`src/hdl/pmc_regs.svh`:
```
// Register offsets, field positions, reset values and timing counts of the clock mode control
`ifndef PMC_REGS_SVH
`define PMC_REGS_SVH
`define PMC_OFS_OSC_CTRL      12'h000
`define PMC_OFS_T1_CTRL       12'h004
`define PMC_OFS_CFG           12'h008
`define PMC_OFS_CMD           12'h00c
`define PMC_OFS_STATUS        12'h010
`define PMC_BIT_IDLE_EN       7
`define PMC_BIT_PRI_STATUS    3
`define PMC_BIT_SEL_LO        0
`define PMC_BIT_SEC_RUNNING   6
`define PMC_BIT_SEC_OSC_EN    3
`define PMC_BIT_CFG_TWO_SPEED 0
`define PMC_BIT_CFG_FAILSAFE  1
`define PMC_BIT_CFG_WATCHDOG  2
`define PMC_BIT_CFG_HS_XTAL   3
`define PMC_BIT_CFG_DEEP_EN   4
`define PMC_BIT_CMD_SLEEP     0
`define PMC_RST_SEL           2'h0
`define PMC_RST_IDLE_EN       1'h0
`define PMC_RST_CFG           5'h00
`define PMC_OST_CYCLES        11'h400
`define PMC_SW_OLD_TICKS      2'h2
`define PMC_SW_NEW_TICKS      2'h3
`endif

```
`src/hdl/pmc_pkg.sv`:
```
// Types of the power-managed clock mode control
package pmc_pkg;
	typedef enum logic [5:0] {
		PMC_RUN    = 6'h01,
		PMC_SWITCH = 6'h02,
		PMC_IDLE   = 6'h04,
		PMC_SLEEP  = 6'h08,
		PMC_WAKEW  = 6'h10,
		PMC_CPUDLY = 6'h20
	} pmc_mode_t;
	typedef enum logic [1:0] {
		PMC_SRC_PRI  = 2'h0,
		PMC_SRC_SEC  = 2'h1,
		PMC_SRC_NONE = 2'h2,
		PMC_SRC_INT  = 2'h3
	} pmc_src_t;
	typedef struct packed {
		pmc_mode_t       st;
		pmc_src_t        active;
		pmc_src_t        target;
		logic            sw_new;
		logic [1:0]      sw_cnt;
		logic [1:0]      sel;
		logic            idle_en;
		logic            sec_en;
		logic [4:0]      cfg;
		logic [2:0][3:0] tick_sync;
		logic [2:0]      pri_rdy_sync;
		logic [2:0]      secondary_run_mode_sync;
		logic [10:0]     ost_cnt;
		logic            ost_done;
		logic [15:0]     dly_cnt;
		logic            pri_on;
		logic            cpu_ce;
		logic            per_ce;
		logic [31:0]     prdata;
		logic            slverr;
	} pmc_state_t;
endpackage : pmc_pkg

```
`src/hdl/pmc_clock_mode.sv`:
```
// Clock source and run/idle/sleep mode control with APB register access
`timescale 1ns/1ps
`include "pmc_regs.svh"
module pmc_clock_mode #(
	parameter int unsigned CPU_READY_CYCLES = 16,
	parameter bit          TWO_SPEED_AT_RST = 1'b0
) (
	input  wire logic        clk_i,
	input  wire logic        rst_b_i,
	input  wire logic        psel,
	input  wire logic        penable,
	input  wire logic        pwrite,
	input  wire logic [11:0] paddr,
	input  wire logic [31:0] pwdata,
	output logic      [31:0] prdata,
	output logic             pready,
	output logic             pslverr,
	input  wire logic        pri_osc_tick_i,
	input  wire logic        sec_osc_tick_i,
	input  wire logic        int_osc_tick_i,
	input  wire logic        pri_osc_ready_i,
	input  wire logic        sec_osc_running_i,
	input  wire logic        wake_irq_i,
	input  wire logic        watchdog_timeout_i,
	output logic             cpu_clk_en_o,
	output logic             periph_clk_en_o,
	output logic             pri_osc_en_o,
	output logic             sec_osc_en_o,
	output logic             int_rc_en_o,
	output logic             cpu_running_o
);
	if (CPU_READY_CYCLES < 1 || CPU_READY_CYCLES > 65535)
	begin : g_bad_delay
		$error("CPU_READY_CYCLES out of range");
	end

	localparam logic [15:0] DLY_LAST = 16'(CPU_READY_CYCLES - 1);

	pmc_pkg::pmc_state_t r;
	pmc_pkg::pmc_state_t n;
	logic [2:0]          tick;
	logic [2:0]          tick_pin;
	logic                wr_acc;
	logic                rd_setup;
	logic                sleep_cmd;
	logic                wake;
	logic                pri_ready;
	logic                sec_ready;
	logic                mapped;
	logic                old_tick;
	logic                new_tick;
	logic                pri_status;
	logic                sec_running;
	pmc_pkg::pmc_src_t   want;

	assign tick_pin = {int_osc_tick_i, sec_osc_tick_i, pri_osc_tick_i};

	// Oscillators arrive as pins; a rise counts once stages two and three agree, four is the old level
	genvar gi;
	generate
		for (gi = 0; gi < 3; gi++)
		begin : g_tick
			assign tick[gi] = r.tick_sync[gi][1] & r.tick_sync[gi][2] & ~r.tick_sync[gi][3];
		end
	endgenerate

	function automatic logic src_tick(input pmc_pkg::pmc_src_t s, input logic [2:0] t);
		logic v;
		v = 1'b0;
		unique case (s)
			pmc_pkg::PMC_SRC_PRI:  v = t[0];
			pmc_pkg::PMC_SRC_SEC:  v = t[1];
			pmc_pkg::PMC_SRC_INT:  v = t[2];
			pmc_pkg::PMC_SRC_NONE: v = 1'b0;
		endcase
		return v;
	endfunction : src_tick

	assign wr_acc    = psel & penable & pwrite;
	assign rd_setup  = psel & ~penable & ~pwrite;
	assign sleep_cmd = wr_acc & (paddr == `PMC_OFS_CMD) & pwdata[`PMC_BIT_CMD_SLEEP];
	assign wake      = wake_irq_i | watchdog_timeout_i;
	assign mapped    = (paddr == `PMC_OFS_OSC_CTRL) || (paddr == `PMC_OFS_T1_CTRL) ||
	                   (paddr == `PMC_OFS_CFG) || (paddr == `PMC_OFS_CMD) ||
	                   (paddr == `PMC_OFS_STATUS);
	// A crystal in high-speed mode is trusted only after the start-up count
	assign pri_ready = r.pri_rdy_sync[2] & r.pri_rdy_sync[1] &
	                   (~r.cfg[`PMC_BIT_CFG_HS_XTAL] | r.ost_done);
	assign sec_ready = r.secondary_run_mode_sync[2] & r.secondary_run_mode_sync[1];
	assign pri_status  = (r.active == pmc_pkg::PMC_SRC_PRI);
	assign sec_running = (r.active == pmc_pkg::PMC_SRC_SEC);
	assign old_tick    = src_tick(r.active, tick);
	assign new_tick    = src_tick(r.target, tick);

	// Source named by the select field; secondary refused while its oscillator is off
	always_comb
	begin
		unique case (r.sel)
			2'h0: want = pmc_pkg::PMC_SRC_PRI;
			2'h1: want = r.sec_en ? pmc_pkg::PMC_SRC_SEC : r.active;
			default: want = pmc_pkg::PMC_SRC_INT;
		endcase
	end

	always_comb
	begin
		n = r;
		n.cpu_ce = 1'b0;
		n.per_ce = 1'b0;
		n.slverr = 1'b0;
		for (int i = 0; i < 3; i++)
		begin
			n.tick_sync[i] = {r.tick_sync[i][2:0], tick_pin[i]};
		end
		n.pri_rdy_sync = {r.pri_rdy_sync[1:0], pri_osc_ready_i};
		n.secondary_run_mode_sync = {r.secondary_run_mode_sync[1:0], sec_osc_running_i};

		if (wr_acc && paddr == `PMC_OFS_OSC_CTRL)
		begin
			n.idle_en = pwdata[`PMC_BIT_IDLE_EN];
			n.sel     = pwdata[`PMC_BIT_SEL_LO +: 2];
		end
		if (wr_acc && paddr == `PMC_OFS_T1_CTRL)
			n.sec_en = pwdata[`PMC_BIT_SEC_OSC_EN];
		if (wr_acc && paddr == `PMC_OFS_CFG)
			n.cfg = pwdata[4:0];
		if (rd_setup)
		begin
			n.prdata = 32'h0;
			unique case (paddr)
				`PMC_OFS_OSC_CTRL:
				begin
					n.prdata[`PMC_BIT_IDLE_EN]     = r.idle_en;
					n.prdata[`PMC_BIT_PRI_STATUS]  = pri_status;
					n.prdata[`PMC_BIT_SEL_LO +: 2] = r.sel;
				end
				`PMC_OFS_T1_CTRL:
				begin
					n.prdata[`PMC_BIT_SEC_RUNNING] = sec_running;
					n.prdata[`PMC_BIT_SEC_OSC_EN]  = r.sec_en;
				end
				`PMC_OFS_CFG:    n.prdata[4:0] = r.cfg;
				`PMC_OFS_STATUS: n.prdata[9:0] = {r.st, r.active, r.ost_done, pri_ready};
				default:         n.prdata = 32'h0;
			endcase
		end
		if (psel && !penable)
			n.slverr = ~mapped;

		// Start-up timer restarts whenever the primary oscillator has been stopped
		if (!r.pri_on)
		begin
			n.ost_cnt  = 11'h0;
			n.ost_done = 1'b0;
		end
		else if (!r.ost_done && tick[0])
		begin
			n.ost_cnt  = r.ost_cnt + 11'h1;
			n.ost_done = (r.ost_cnt == `PMC_OST_CYCLES - 11'h1);
		end

		unique case (r.st)
			pmc_pkg::PMC_RUN:
			begin
				n.cpu_ce = old_tick;
				n.per_ce = old_tick;
				if (sleep_cmd)
				begin
					// Mode taken from the enables as they stand at this command
					if (r.idle_en)
						n.st = pmc_pkg::PMC_IDLE;
					else
					begin
						// Deep sleep is not served here and falls back to plain sleep
						n.st     = pmc_pkg::PMC_SLEEP;
						n.active = pmc_pkg::PMC_SRC_NONE;
						n.cpu_ce = 1'b0;
						n.per_ce = 1'b0;
					end
				end
				else if (want != r.active)
				begin
					// Old source keeps clocking only while a primary target is not yet ready; the switch then gates both enables
					if ((want != pmc_pkg::PMC_SRC_PRI) || pri_ready)
					begin
						n.st     = pmc_pkg::PMC_SWITCH;
						n.target = want;
						n.sw_new = (r.active == pmc_pkg::PMC_SRC_NONE);
						n.sw_cnt = 2'h0;
					end
				end
			end
			pmc_pkg::PMC_SWITCH:
			begin
				// Both enables stay low so no truncated pulse leaves the block
				if (!r.sw_new)
				begin
					if (old_tick)
					begin
						n.sw_cnt = r.sw_cnt + 2'h1;
						if (r.sw_cnt == `PMC_SW_OLD_TICKS - 2'h1)
						begin
							n.sw_new = 1'b1;
							n.sw_cnt = 2'h0;
						end
					end
				end
				else if (new_tick)
				begin
					n.sw_cnt = r.sw_cnt + 2'h1;
					if (r.sw_cnt == `PMC_SW_NEW_TICKS - 2'h1)
					begin
						n.active = r.target;
						n.st     = pmc_pkg::PMC_RUN;
						n.sw_new = 1'b0;
						n.sw_cnt = 2'h0;
					end
				end
			end
			pmc_pkg::PMC_IDLE:
			begin
				n.per_ce = old_tick;
				if (wake)
				begin
					n.st      = pmc_pkg::PMC_CPUDLY;
					n.dly_cnt = 16'h0;
				end
			end
			pmc_pkg::PMC_SLEEP:
			begin
				if (wake)
				begin
					if (r.cfg[`PMC_BIT_CFG_TWO_SPEED] || r.cfg[`PMC_BIT_CFG_FAILSAFE])
					begin
						n.active  = pmc_pkg::PMC_SRC_INT;
						n.st      = pmc_pkg::PMC_CPUDLY;
						n.dly_cnt = 16'h0;
					end
					else
					begin
						n.target = want;
						n.st     = pmc_pkg::PMC_WAKEW;
					end
				end
			end
			pmc_pkg::PMC_WAKEW:
			begin
				if ((r.target == pmc_pkg::PMC_SRC_PRI && pri_ready) ||
				    (r.target == pmc_pkg::PMC_SRC_SEC && sec_ready) ||
				    (r.target == pmc_pkg::PMC_SRC_INT))
				begin
					n.active  = r.target;
					n.st      = pmc_pkg::PMC_CPUDLY;
					n.dly_cnt = 16'h0;
				end
			end
			pmc_pkg::PMC_CPUDLY:
			begin
				n.per_ce  = old_tick;
				n.dly_cnt = r.dly_cnt + 16'h1;
				if (r.dly_cnt == DLY_LAST)
					n.st = pmc_pkg::PMC_RUN;
			end
			default:
			begin
				n.st = pmc_pkg::PMC_RUN;
			end
		endcase

		// Primary runs while it drives, is wanted outside idle and sleep, or sits as a switch target
		n.pri_on = (n.st != pmc_pkg::PMC_SLEEP) &&
		           ((n.active == pmc_pkg::PMC_SRC_PRI) ||
		            ((n.st != pmc_pkg::PMC_IDLE) && (r.sel == 2'h0)) ||
		            (n.target == pmc_pkg::PMC_SRC_PRI &&
		             (n.st == pmc_pkg::PMC_SWITCH || n.st == pmc_pkg::PMC_WAKEW)));
	end

	always_ff @(posedge clk_i or negedge rst_b_i)
	begin
		if (!rst_b_i)
		begin
			r.st           <= pmc_pkg::PMC_RUN;
			r.active       <= TWO_SPEED_AT_RST ? pmc_pkg::PMC_SRC_INT : pmc_pkg::PMC_SRC_PRI;
			r.target       <= pmc_pkg::PMC_SRC_PRI;
			r.sw_new       <= 1'b0;
			r.sw_cnt       <= 2'h0;
			r.sel          <= `PMC_RST_SEL;
			r.idle_en      <= `PMC_RST_IDLE_EN;
			r.sec_en       <= 1'b0;
			r.cfg          <= {4'(`PMC_RST_CFG), TWO_SPEED_AT_RST};
			r.tick_sync    <= '0;
			r.pri_rdy_sync <= 3'h0;
			r.secondary_run_mode_sync <= 3'h0;
			r.ost_cnt      <= 11'h0;
			r.ost_done     <= 1'b0;
			r.dly_cnt      <= 16'h0;
			r.pri_on       <= 1'b1;
			r.cpu_ce       <= 1'b0;
			r.per_ce       <= 1'b0;
			r.prdata       <= 32'h0;
			r.slverr       <= 1'b0;
		end
		else
		begin
			r <= n;
		end
	end

	assign prdata          = r.prdata;
	assign pready          = 1'b1;
	assign pslverr         = psel & penable & r.slverr;
	assign cpu_clk_en_o    = r.cpu_ce;
	assign periph_clk_en_o = r.per_ce;
	assign pri_osc_en_o    = r.pri_on;
	assign sec_osc_en_o    = r.sec_en;
	// Internal RC is kept for the watchdog and the fail-safe monitor in every mode
	assign int_rc_en_o     = (r.st != pmc_pkg::PMC_SLEEP && r.active == pmc_pkg::PMC_SRC_INT) ||
	                         (r.st == pmc_pkg::PMC_SWITCH && r.target == pmc_pkg::PMC_SRC_INT) ||
	                         r.cfg[`PMC_BIT_CFG_WATCHDOG] || r.cfg[`PMC_BIT_CFG_FAILSAFE] ||
	                         r.cfg[`PMC_BIT_CFG_TWO_SPEED];
	assign cpu_running_o   = (r.st == pmc_pkg::PMC_RUN);

	a_run_both_clocks: assert property (@(posedge clk_i) disable iff (!rst_b_i)
		$past(r.st == pmc_pkg::PMC_RUN) && $past(old_tick) && r.st != pmc_pkg::PMC_SWITCH &&
		r.st != pmc_pkg::PMC_SLEEP |-> cpu_clk_en_o && periph_clk_en_o)
		else $error("run mode did not clock both cpu and peripherals");

	a_idle_cpu_off: assert property (@(posedge clk_i) disable iff (!rst_b_i)
		$past(r.st == pmc_pkg::PMC_IDLE) |-> !cpu_clk_en_o && $stable(r.active))
		else $error("cpu clocked or source changed in idle");

	a_sleep_status_clear: assert property (@(posedge clk_i) disable iff (!rst_b_i)
		r.st == pmc_pkg::PMC_SLEEP |-> !pri_status && !sec_running && !pri_osc_en_o
		&& !periph_clk_en_o)
		else $error("status or clocks active in sleep");

	a_sec_needs_enable: assert property (@(posedge clk_i) disable iff (!rst_b_i)
		$changed(r.active) && r.active == pmc_pkg::PMC_SRC_SEC |-> $past(r.sec_en, 2))
		else $error("secondary source taken while its oscillator was disabled");

	a_switch_gated: assert property (@(posedge clk_i) disable iff (!rst_b_i)
		$past(r.st == pmc_pkg::PMC_SWITCH) |-> !cpu_clk_en_o && !periph_clk_en_o)
		else $error("clock pulse escaped during a switch");

	a_switch_length: assert property (@(posedge clk_i) disable iff (!rst_b_i)
		$past(r.st == pmc_pkg::PMC_SWITCH) && r.st == pmc_pkg::PMC_RUN
		|-> $past(r.sw_new) && $past(r.sw_cnt) == 2'h2)
		else $error("switch completed with wrong tick count");

	a_cpu_ready_delay: assert property (@(posedge clk_i) disable iff (!rst_b_i)
		$past(r.st == pmc_pkg::PMC_CPUDLY) && r.st == pmc_pkg::PMC_RUN
		|-> $past(r.dly_cnt) == DLY_LAST)
		else $error("cpu resumed before the ready delay elapsed");

	a_ost_count: assert property (@(posedge clk_i) disable iff (!rst_b_i)
		$rose(r.ost_done) |-> r.ost_cnt == `PMC_OST_CYCLES)
		else $error("start-up timer finished at the wrong count");

	a_sel_kept: assert property (@(posedge clk_i) disable iff (!rst_b_i)
		$changed(r.sel) || $changed(r.idle_en)
		|-> $past(wr_acc) && $past(paddr) == `PMC_OFS_OSC_CTRL)
		else $error("select or idle enable changed without a write");

	a_pri_wait_ready: assert property (@(posedge clk_i) disable iff (!rst_b_i)
		$rose(r.st == pmc_pkg::PMC_SWITCH) && r.target == pmc_pkg::PMC_SRC_PRI
		|-> $past(pri_ready))
		else $error("switch to primary began before it was ready");
endmodule : pmc_clock_mode

```
`config.mk`:
```
export PLATFORM = sky130hd
export DESIGN_NAME = pmc_clock_mode
export DESIGN_NICKNAME = d
export VERILOG_FILES = /design/src/hdl/pmc_pkg.sv /design/src/hdl/pmc_clock_mode.sv
export VERILOG_INCLUDE_DIRS = /design/src /design/src/hdl
export SDC_FILE = /design/constraint.sdc
export NUM_CORES = 1
export LEC_CHECK = 0
export BUFFER_PORTS_ARGS = -buffer_cell sky130_fd_sc_hd__buf_2
export CAP_MARGIN = 20
export CORE_MARGIN = 2
export CORE_UTILIZATION = 50
export CTS_CLUSTER_SIZE = 20
export DETAILED_ROUTE_END_ITERATION = 10
export HOLD_SLACK_MARGIN = 0.05
export PLACE_DENSITY = 0.74
export SLEW_MARGIN = 20
export SYNTH_ARGS = -nofsm -noshare
export SYNTH_HDL_FRONTEND = slang
export SYNTH_SLANG_ARGS = --single-unit
```
`constraint.sdc`:
```
create_clock -name clk_i -period 4.4 [get_ports clk_i]
set_clock_uncertainty 0.15 [all_clocks]
set_input_delay 0.22 -clock clk_i [delete_from_list [all_inputs] [get_ports clk_i]]
set_output_delay 0.22 -clock clk_i [all_outputs]
set_load 0.01 [all_outputs]
```
* After elaboration in Yosys (flattened, before gate mapping)
Cells that the tools add are included.
** Operators by class
- Reductions and logical operators :: 42
- Bitwise operators :: 25
- Add/subtract/negate cells :: 3
- Muxes and demuxes :: 52
- Eq/ne operators :: 37
** Operator list (count)
- 16-bit two-way mux :: 4
- 16-bit one-hot mux with 4 select lines :: 1
- 6-bit two-way mux :: 6
- 6-bit one-hot mux with 6 select lines :: 1
- 8-bit two-way mux :: 4
- 12-bit by 4-bit == test with 1-bit output, second input constant :: 2
- 12-bit two-way mux :: 2
- 16-bit by 1-bit adder with 16-bit output, second input constant :: 1
- 1-bit bitwise AND :: 16
- 16-bit by 4-bit == test with 1-bit output, second input constant :: 1
- 2-bit two-way mux :: 8
- 1-bit logical OR :: 15
- 3-bit two-way mux :: 5
- 5-bit two-way mux :: 3
- 12-bit by 3-bit == test with 1-bit output, second input constant :: 1
- 12-bit by 5-bit == test with 1-bit output, second input constant :: 1
- 6-bit by 2-bit == test with 1-bit output, second input constant :: 2
- 6-bit by 5-bit == test with 1-bit output, second input constant :: 2
- 1-bit logical AND :: 12
- 12-bit logical NOT :: 1
- 6-bit by 4-bit != test with 1-bit output, second input constant :: 2
- 1-bit one-hot mux with 4 select lines :: 3
- 11-bit by 1-bit adder with 11-bit output, second input constant :: 1
- 11-bit by 10-bit == test with 1-bit output, second input constant :: 1
- 30 further kinds :: 64
** Storage, ports and cells
- Word-level logic and storage cells :: 181
- Register bits after elaboration :: 82

* Logic depth before layout (Yosys ltp)
- Depth in word-level cells :: 13
- Depth in mapped cells :: 9
- Mapped depth without buffers :: 7

* Worst setup path after synthesis
OpenSTA, ideal clock, no wires.
- Path kind :: input to register
- Start point :: input port paddr[0]
- End point :: register r (netlist bit pri_osc_en_o)
- Path buffers :: 0
- Cell stages on the path :: 7
- Arrival time :: 2.243 ns
- Path slack :: 1.930 ns
- Data required time :: 4.173 ns
- Cell sequence :: or4_4 -> nor4_4 -> a211oi_1 -> a21oi_2 -> mux2_2 -> or3_1 -> a31oi_1
** RTL lines
- start, declared :: line pmc_clock_mode.sv:13 : input wire logic [11:0] paddr,
- end signal, assigned :: line pmc_clock_mode.sv:305 : r <= n;
- end, declared :: line pmc_clock_mode.sv:39 : pmc_pkg::pmc_state_t r;

==> tab_implementation.tex <==
\begin{tabular}{lr}
\hline
Metric & Value \\
\hline
\multicolumn{2}{l}{\textbf{Outcome}} \\
Status & finished, final reports clean \\
\multicolumn{2}{l}{\textbf{Cells and area}} \\
Diodes inserted & 0 \\
Post-route cell area & approximately 0.0050 mm\^{}2 \\
Number of filler instances in the final layout & approximately 770 \\
Layout net count & between 500 and 600 \\
Ratio of cells with drive above 1 in the final layout & between 10\% and 20\% \\
Post-layout utilization of the core & between 50\% and 60\% \\
Layout overhead on the synthesized area & 11.4\% \\
\multicolumn{2}{l}{\textbf{Logic synthesis}} \\
Sequential-to-total area share from yosys stat & 46.2\% \\
Post-synthesis sequential element count & approximately 80 \\
Share of the synthesized area in the top cell type & 45.0\% \\
Number of synthesized flops with an enable pin & 0 \\
Area leader, netlist & sky130\_fd\_sc\_hd\_\_dfrtp\_1 \\
Number of distinct library cells after synthesis & 65 \\
Top cell types by occurrence after synthesis & sky130\_fd\_sc\_hd\_\_dfrtp\_1, sky130\_fd\_sc\_hd\_\_nor2\_1, sky130\_fd\_sc\_hd\_\_buf\_4 \\
Synth Cell Area & 0.00445 mm\^{}2 \\
Top-count cell post-synth & sky130\_fd\_sc\_hd\_\_dfrtp\_1 \\
Syn. warnings & 0 \\
Cell count after synthesis & 458 \\
Prevailing post-synth register cell & sky130\_fd\_sc\_hd\_\_dfrtp\_1 \\
Share of flip-flops with an asynchronous set or reset after synthesis & 100\% \\
Top area cells in the synthesized netlist & sky130\_fd\_sc\_hd\_\_dfrtp\_1, sky130\_fd\_sc\_hd\_\_buf\_4, sky130\_fd\_sc\_hd\_\_nor2\_1, sky130\_fd\_sc\_hd\_\_mux2\_2, sky130\_fd\_sc\_hd\_\_o21ai\_0 \\
Per-instance average area after synthesis & approximately 9.7 um\^{}2 \\
\multicolumn{2}{l}{\textbf{Drt}} \\
Total iterations of the first detailed-routing run & 5 \\
DRC violation count after routing & 0 \\
Final WL & just under 10 mm \\
Vias per inst & $\sim$5.7 \\
Total via count after detailed routing & $\sim$3500 \\
Count of routing violations after the opening detailed-route iteration & around 210 \\
Residual antenna-violating net count after detailed routing & 0 \\
Wirelength per Cell & 15.9 um \\
\multicolumn{2}{l}{\textbf{Clock network}} \\
Clock edge transition at the registers on the reported setup and hold paths & 100 ps \\
Cts bufs inserted & 9 \\
Clock insertion delay at the later pin of the skew report & $\sim$370 ps \\
Maximum buffer depth of the clock tree & 2 \\
Max H-tree Level & 3 \\
TritonCTS clock tree & done \\
Master cell of the clock root buffer & sky130\_fd\_sc\_hd\_\_clkbuf\_8 \\
Number of sinks handled by clock tree synthesis & 82 \\
Number of buffers inserted to repair setup after CTS & 0 \\
\multicolumn{2}{l}{\textbf{Timing}} \\
Max-Slew Margin vs Limit & around 53\% \\
Number of endpoints failing setup at the final stage & 0 \\
Maximum clock rate & roughly 360 MHz \\
Unrepaired setup endpoints after global routing & false \\
Count of final max-slew check failures & 0 \\
Final worst-path cycle share & 63.0\% \\
Total Negative Setup Slacks & 0 ps \\
Time the worst path needs with I/O delays and setup & about 2800 ps \\
Final-layout worst hold slack & approximately 110 ps \\
Final hold violations & 0 \\
Worst-margin pin slew & roughly 710 ps \\
\multicolumn{2}{l}{\textbf{Die}} \\
Initial Util & 51.3\% \\
I/O pin count & 96 \\
Core area & around 0.0087 mm\^{}2 \\
Die extent in y & around 98 um \\
Total Die Area & around 0.0097 mm\^{}2 \\
Row count & 34 \\
Floorplan die width & between 90 and 100 um \\
\multicolumn{2}{l}{\textbf{Flow run}} \\
Max Cap Viol & 0 \\
\multicolumn{2}{l}{\textbf{Placed design}} \\
HPWL reported at the end of detailed placement & between 7 and 8 mm \\
Number of port buffers & between 40 and 50 \\
Placed cell areas & roughly 0.0046 mm\^{}2 \\
Final GP Congestion & 0.963 \\
\multicolumn{2}{l}{\textbf{Setup path}} \\
R2R Setup Slk & between 1500 and 2000 ps \\
Type of origin of the critical path & register \\
CP Data Arrival Time & roughly 2900 ps \\
Largest fanout of any net on the critical path & 13 \\
CP Capture Type & register \\
Crit path cell chain & nor2\_1 > or4\_4 > a32oi\_4 > a21oi\_2 > mux2\_2 > or3\_1 > a31oi\_1 \\
Worst endpoint required time & between 4000 and 5000 ps \\
Worst path slowest cell & sky130\_fd\_sc\_hd\_\_dfrtp\_1 \\
Critical path type & register to register \\
Slowest stage delay, CP & 660 ps \\
\multicolumn{2}{l}{\textbf{Global routing}} \\
Grt ovf & 0 \\
Via count of the first global-routing pass & about 3400 \\
Total Routing Usage GR & 21.4\% \\
Initial antenna violation count & 0 \\
Largest net degree at the start of global routing & between 80 and 90 \\
Wire length of the first global-routing pass & between 15 and 20 mm \\
\multicolumn{2}{l}{\textbf{Power}} \\
Pleak & around 2.2 nW \\
Total power density per cell area & $\sim$370 mW/mm\^{}2 \\
IR Drop Worst-Case VDD & $\sim$0.26 mV \\
\multicolumn{2}{l}{\textbf{Min path}} \\
Hold/Removal Path Class & primary input to register \\
\hline
\end{tabular}
critical path, delay by kind of cell, from the launching register on:
kind             cells  cell delay, ps
AO/OA/AOI/OAI        3             630
flip-flops           1             660
multiplexers         1             300
AND/OR/NAND/NOR      3             960
cell usage in the layout (no fill, tap or decap), types with 3 or more instances in the layout:
cell	n
sky130_fd_sc_hd__nand2b_1	7
sky130_fd_sc_hd__nor2b_1	5
sky130_fd_sc_hd__dfrtp_1	80
sky130_fd_sc_hd__o21ai_0	23
sky130_fd_sc_hd__nand2_1	21
sky130_fd_sc_hd__nand4_1	8
sky130_fd_sc_hd__nor3_1	15
sky130_fd_sc_hd__nand3_1	20
sky130_fd_sc_hd__inv_1	17
sky130_fd_sc_hd__and3_1	7
sky130_fd_sc_hd__buf_2	45
sky130_fd_sc_hd__inv_6	3
sky130_fd_sc_hd__clkbuf_8	9
sky130_fd_sc_hd__o21a_1	6
sky130_fd_sc_hd__mux2_2	13
sky130_fd_sc_hd__mux2i_1	4
sky130_fd_sc_hd__or3_1	10
sky130_fd_sc_hd__a22oi_1	4
sky130_fd_sc_hd__conb_1	23
sky130_fd_sc_hd__o22ai_1	4
sky130_fd_sc_hd__nor2_1	39
sky130_fd_sc_hd__nand3b_1	3
sky130_fd_sc_hd__o211ai_1	7
sky130_fd_sc_hd__a21oi_1	21
sky130_fd_sc_hd__or4_1	3
sky130_fd_sc_hd__and2_1	10
sky130_fd_sc_hd__nor4_1	8
sky130_fd_sc_hd__nand4b_1	4
sky130_fd_sc_hd__a32oi_1	3
sky130_fd_sc_hd__xor2_1	12
sky130_fd_sc_hd__dlygate4sd3_1	14
sky130_fd_sc_hd__a21boi_0	3
sky130_fd_sc_hd__xnor2_1	8
through the flow:
step / setup slack (ps) / total power [W] / instances
3_5_place_dp: 1540 / 0.00125 / 587
4_1_cts: 1690 / 0.00184 / 617
3_3_place_gp: 1570 / 0.00124 / 587
5_1_grt: 1460 / 0.00193 / 617
6_report: 1630 / 0.00182 / 617
2_1_floorplan: 1930 / 0.00116 / 479
per-layer routing:
metal | wire, um | part of all wire, % | track usage, % | vias to the layer above
met2 | 4510 | 46 | 31.1 | 131
met5 | 0 | 0 | 0 | -
met1 | 4440 | 45 | 31.6 | 1689
met4 | 252 | 2.6 | 9.59 | 0
met3 | 622 | 6.3 | 3.58 | 24
li1 | - | - | - | 1689
registers in the layout, summed over array words and instances, names as in the netlist:
register	flops
pri_osc_en_o	1
sec_osc_en_o	1
cpu_clk_en_o	1
n	13
periph_clk_en_o	1
r	55
prdata	10
final timing paths:
path                          from           end  depth (start not counted)
max                          r[96]  pri_osc_en_o                          7
min                         pwrite     prdata[0]                          3
max reg2reg                  r[96]  pri_osc_en_o                          7
min reg2reg                  n[79]         n[80]                          0
max in group asynchronous  rst_b_i         r[42]                          2
min in group asynchronous  rst_b_i         r[58]                          2
kinds of logic after synthesis:
group	Yosys count	synth area share (%)
AO/OA/AOI/OAI	95	14.5
other	2	0.169
AND/OR/NAND/NOR	175	22.1
flip-flops	82	46.2
multiplexers	17	4.19
adder cells (fa/ha/maj)	2	0.562
XOR/XNOR	20	3.94
buffers and inverters	65	8.38
final cells by class:
type                            count  area [um^2]  area share (%)
Inverter                           17         63.8            1.29
Sequential cell                    82         2050            41.5
Multi-Input combinational cell    332         2100            42.4
Timing Repair Buffer               62          392            7.90
Clock inverter                      7         83.8            1.69
Tap cell                          108          135            2.73
Clock buffer                        9          124            2.50
where the power goes:
group / internal (W) / total (W) / leakage, nW / switching (W)
registers: 0.000817 / 0.000899 / 1.06 / 0.0000816
clock network: 0.000273 / 0.000571 / 0.103 / 0.000298
logic: 0.000149 / 0.000354 / 1.08 / 0.000205
what timing repair did:
action	CTS	global route
hold buffers	14	0
gates resized for setup	0	0
hold endpoints to repair	95	0
Power figures use the tool's default switching activity.
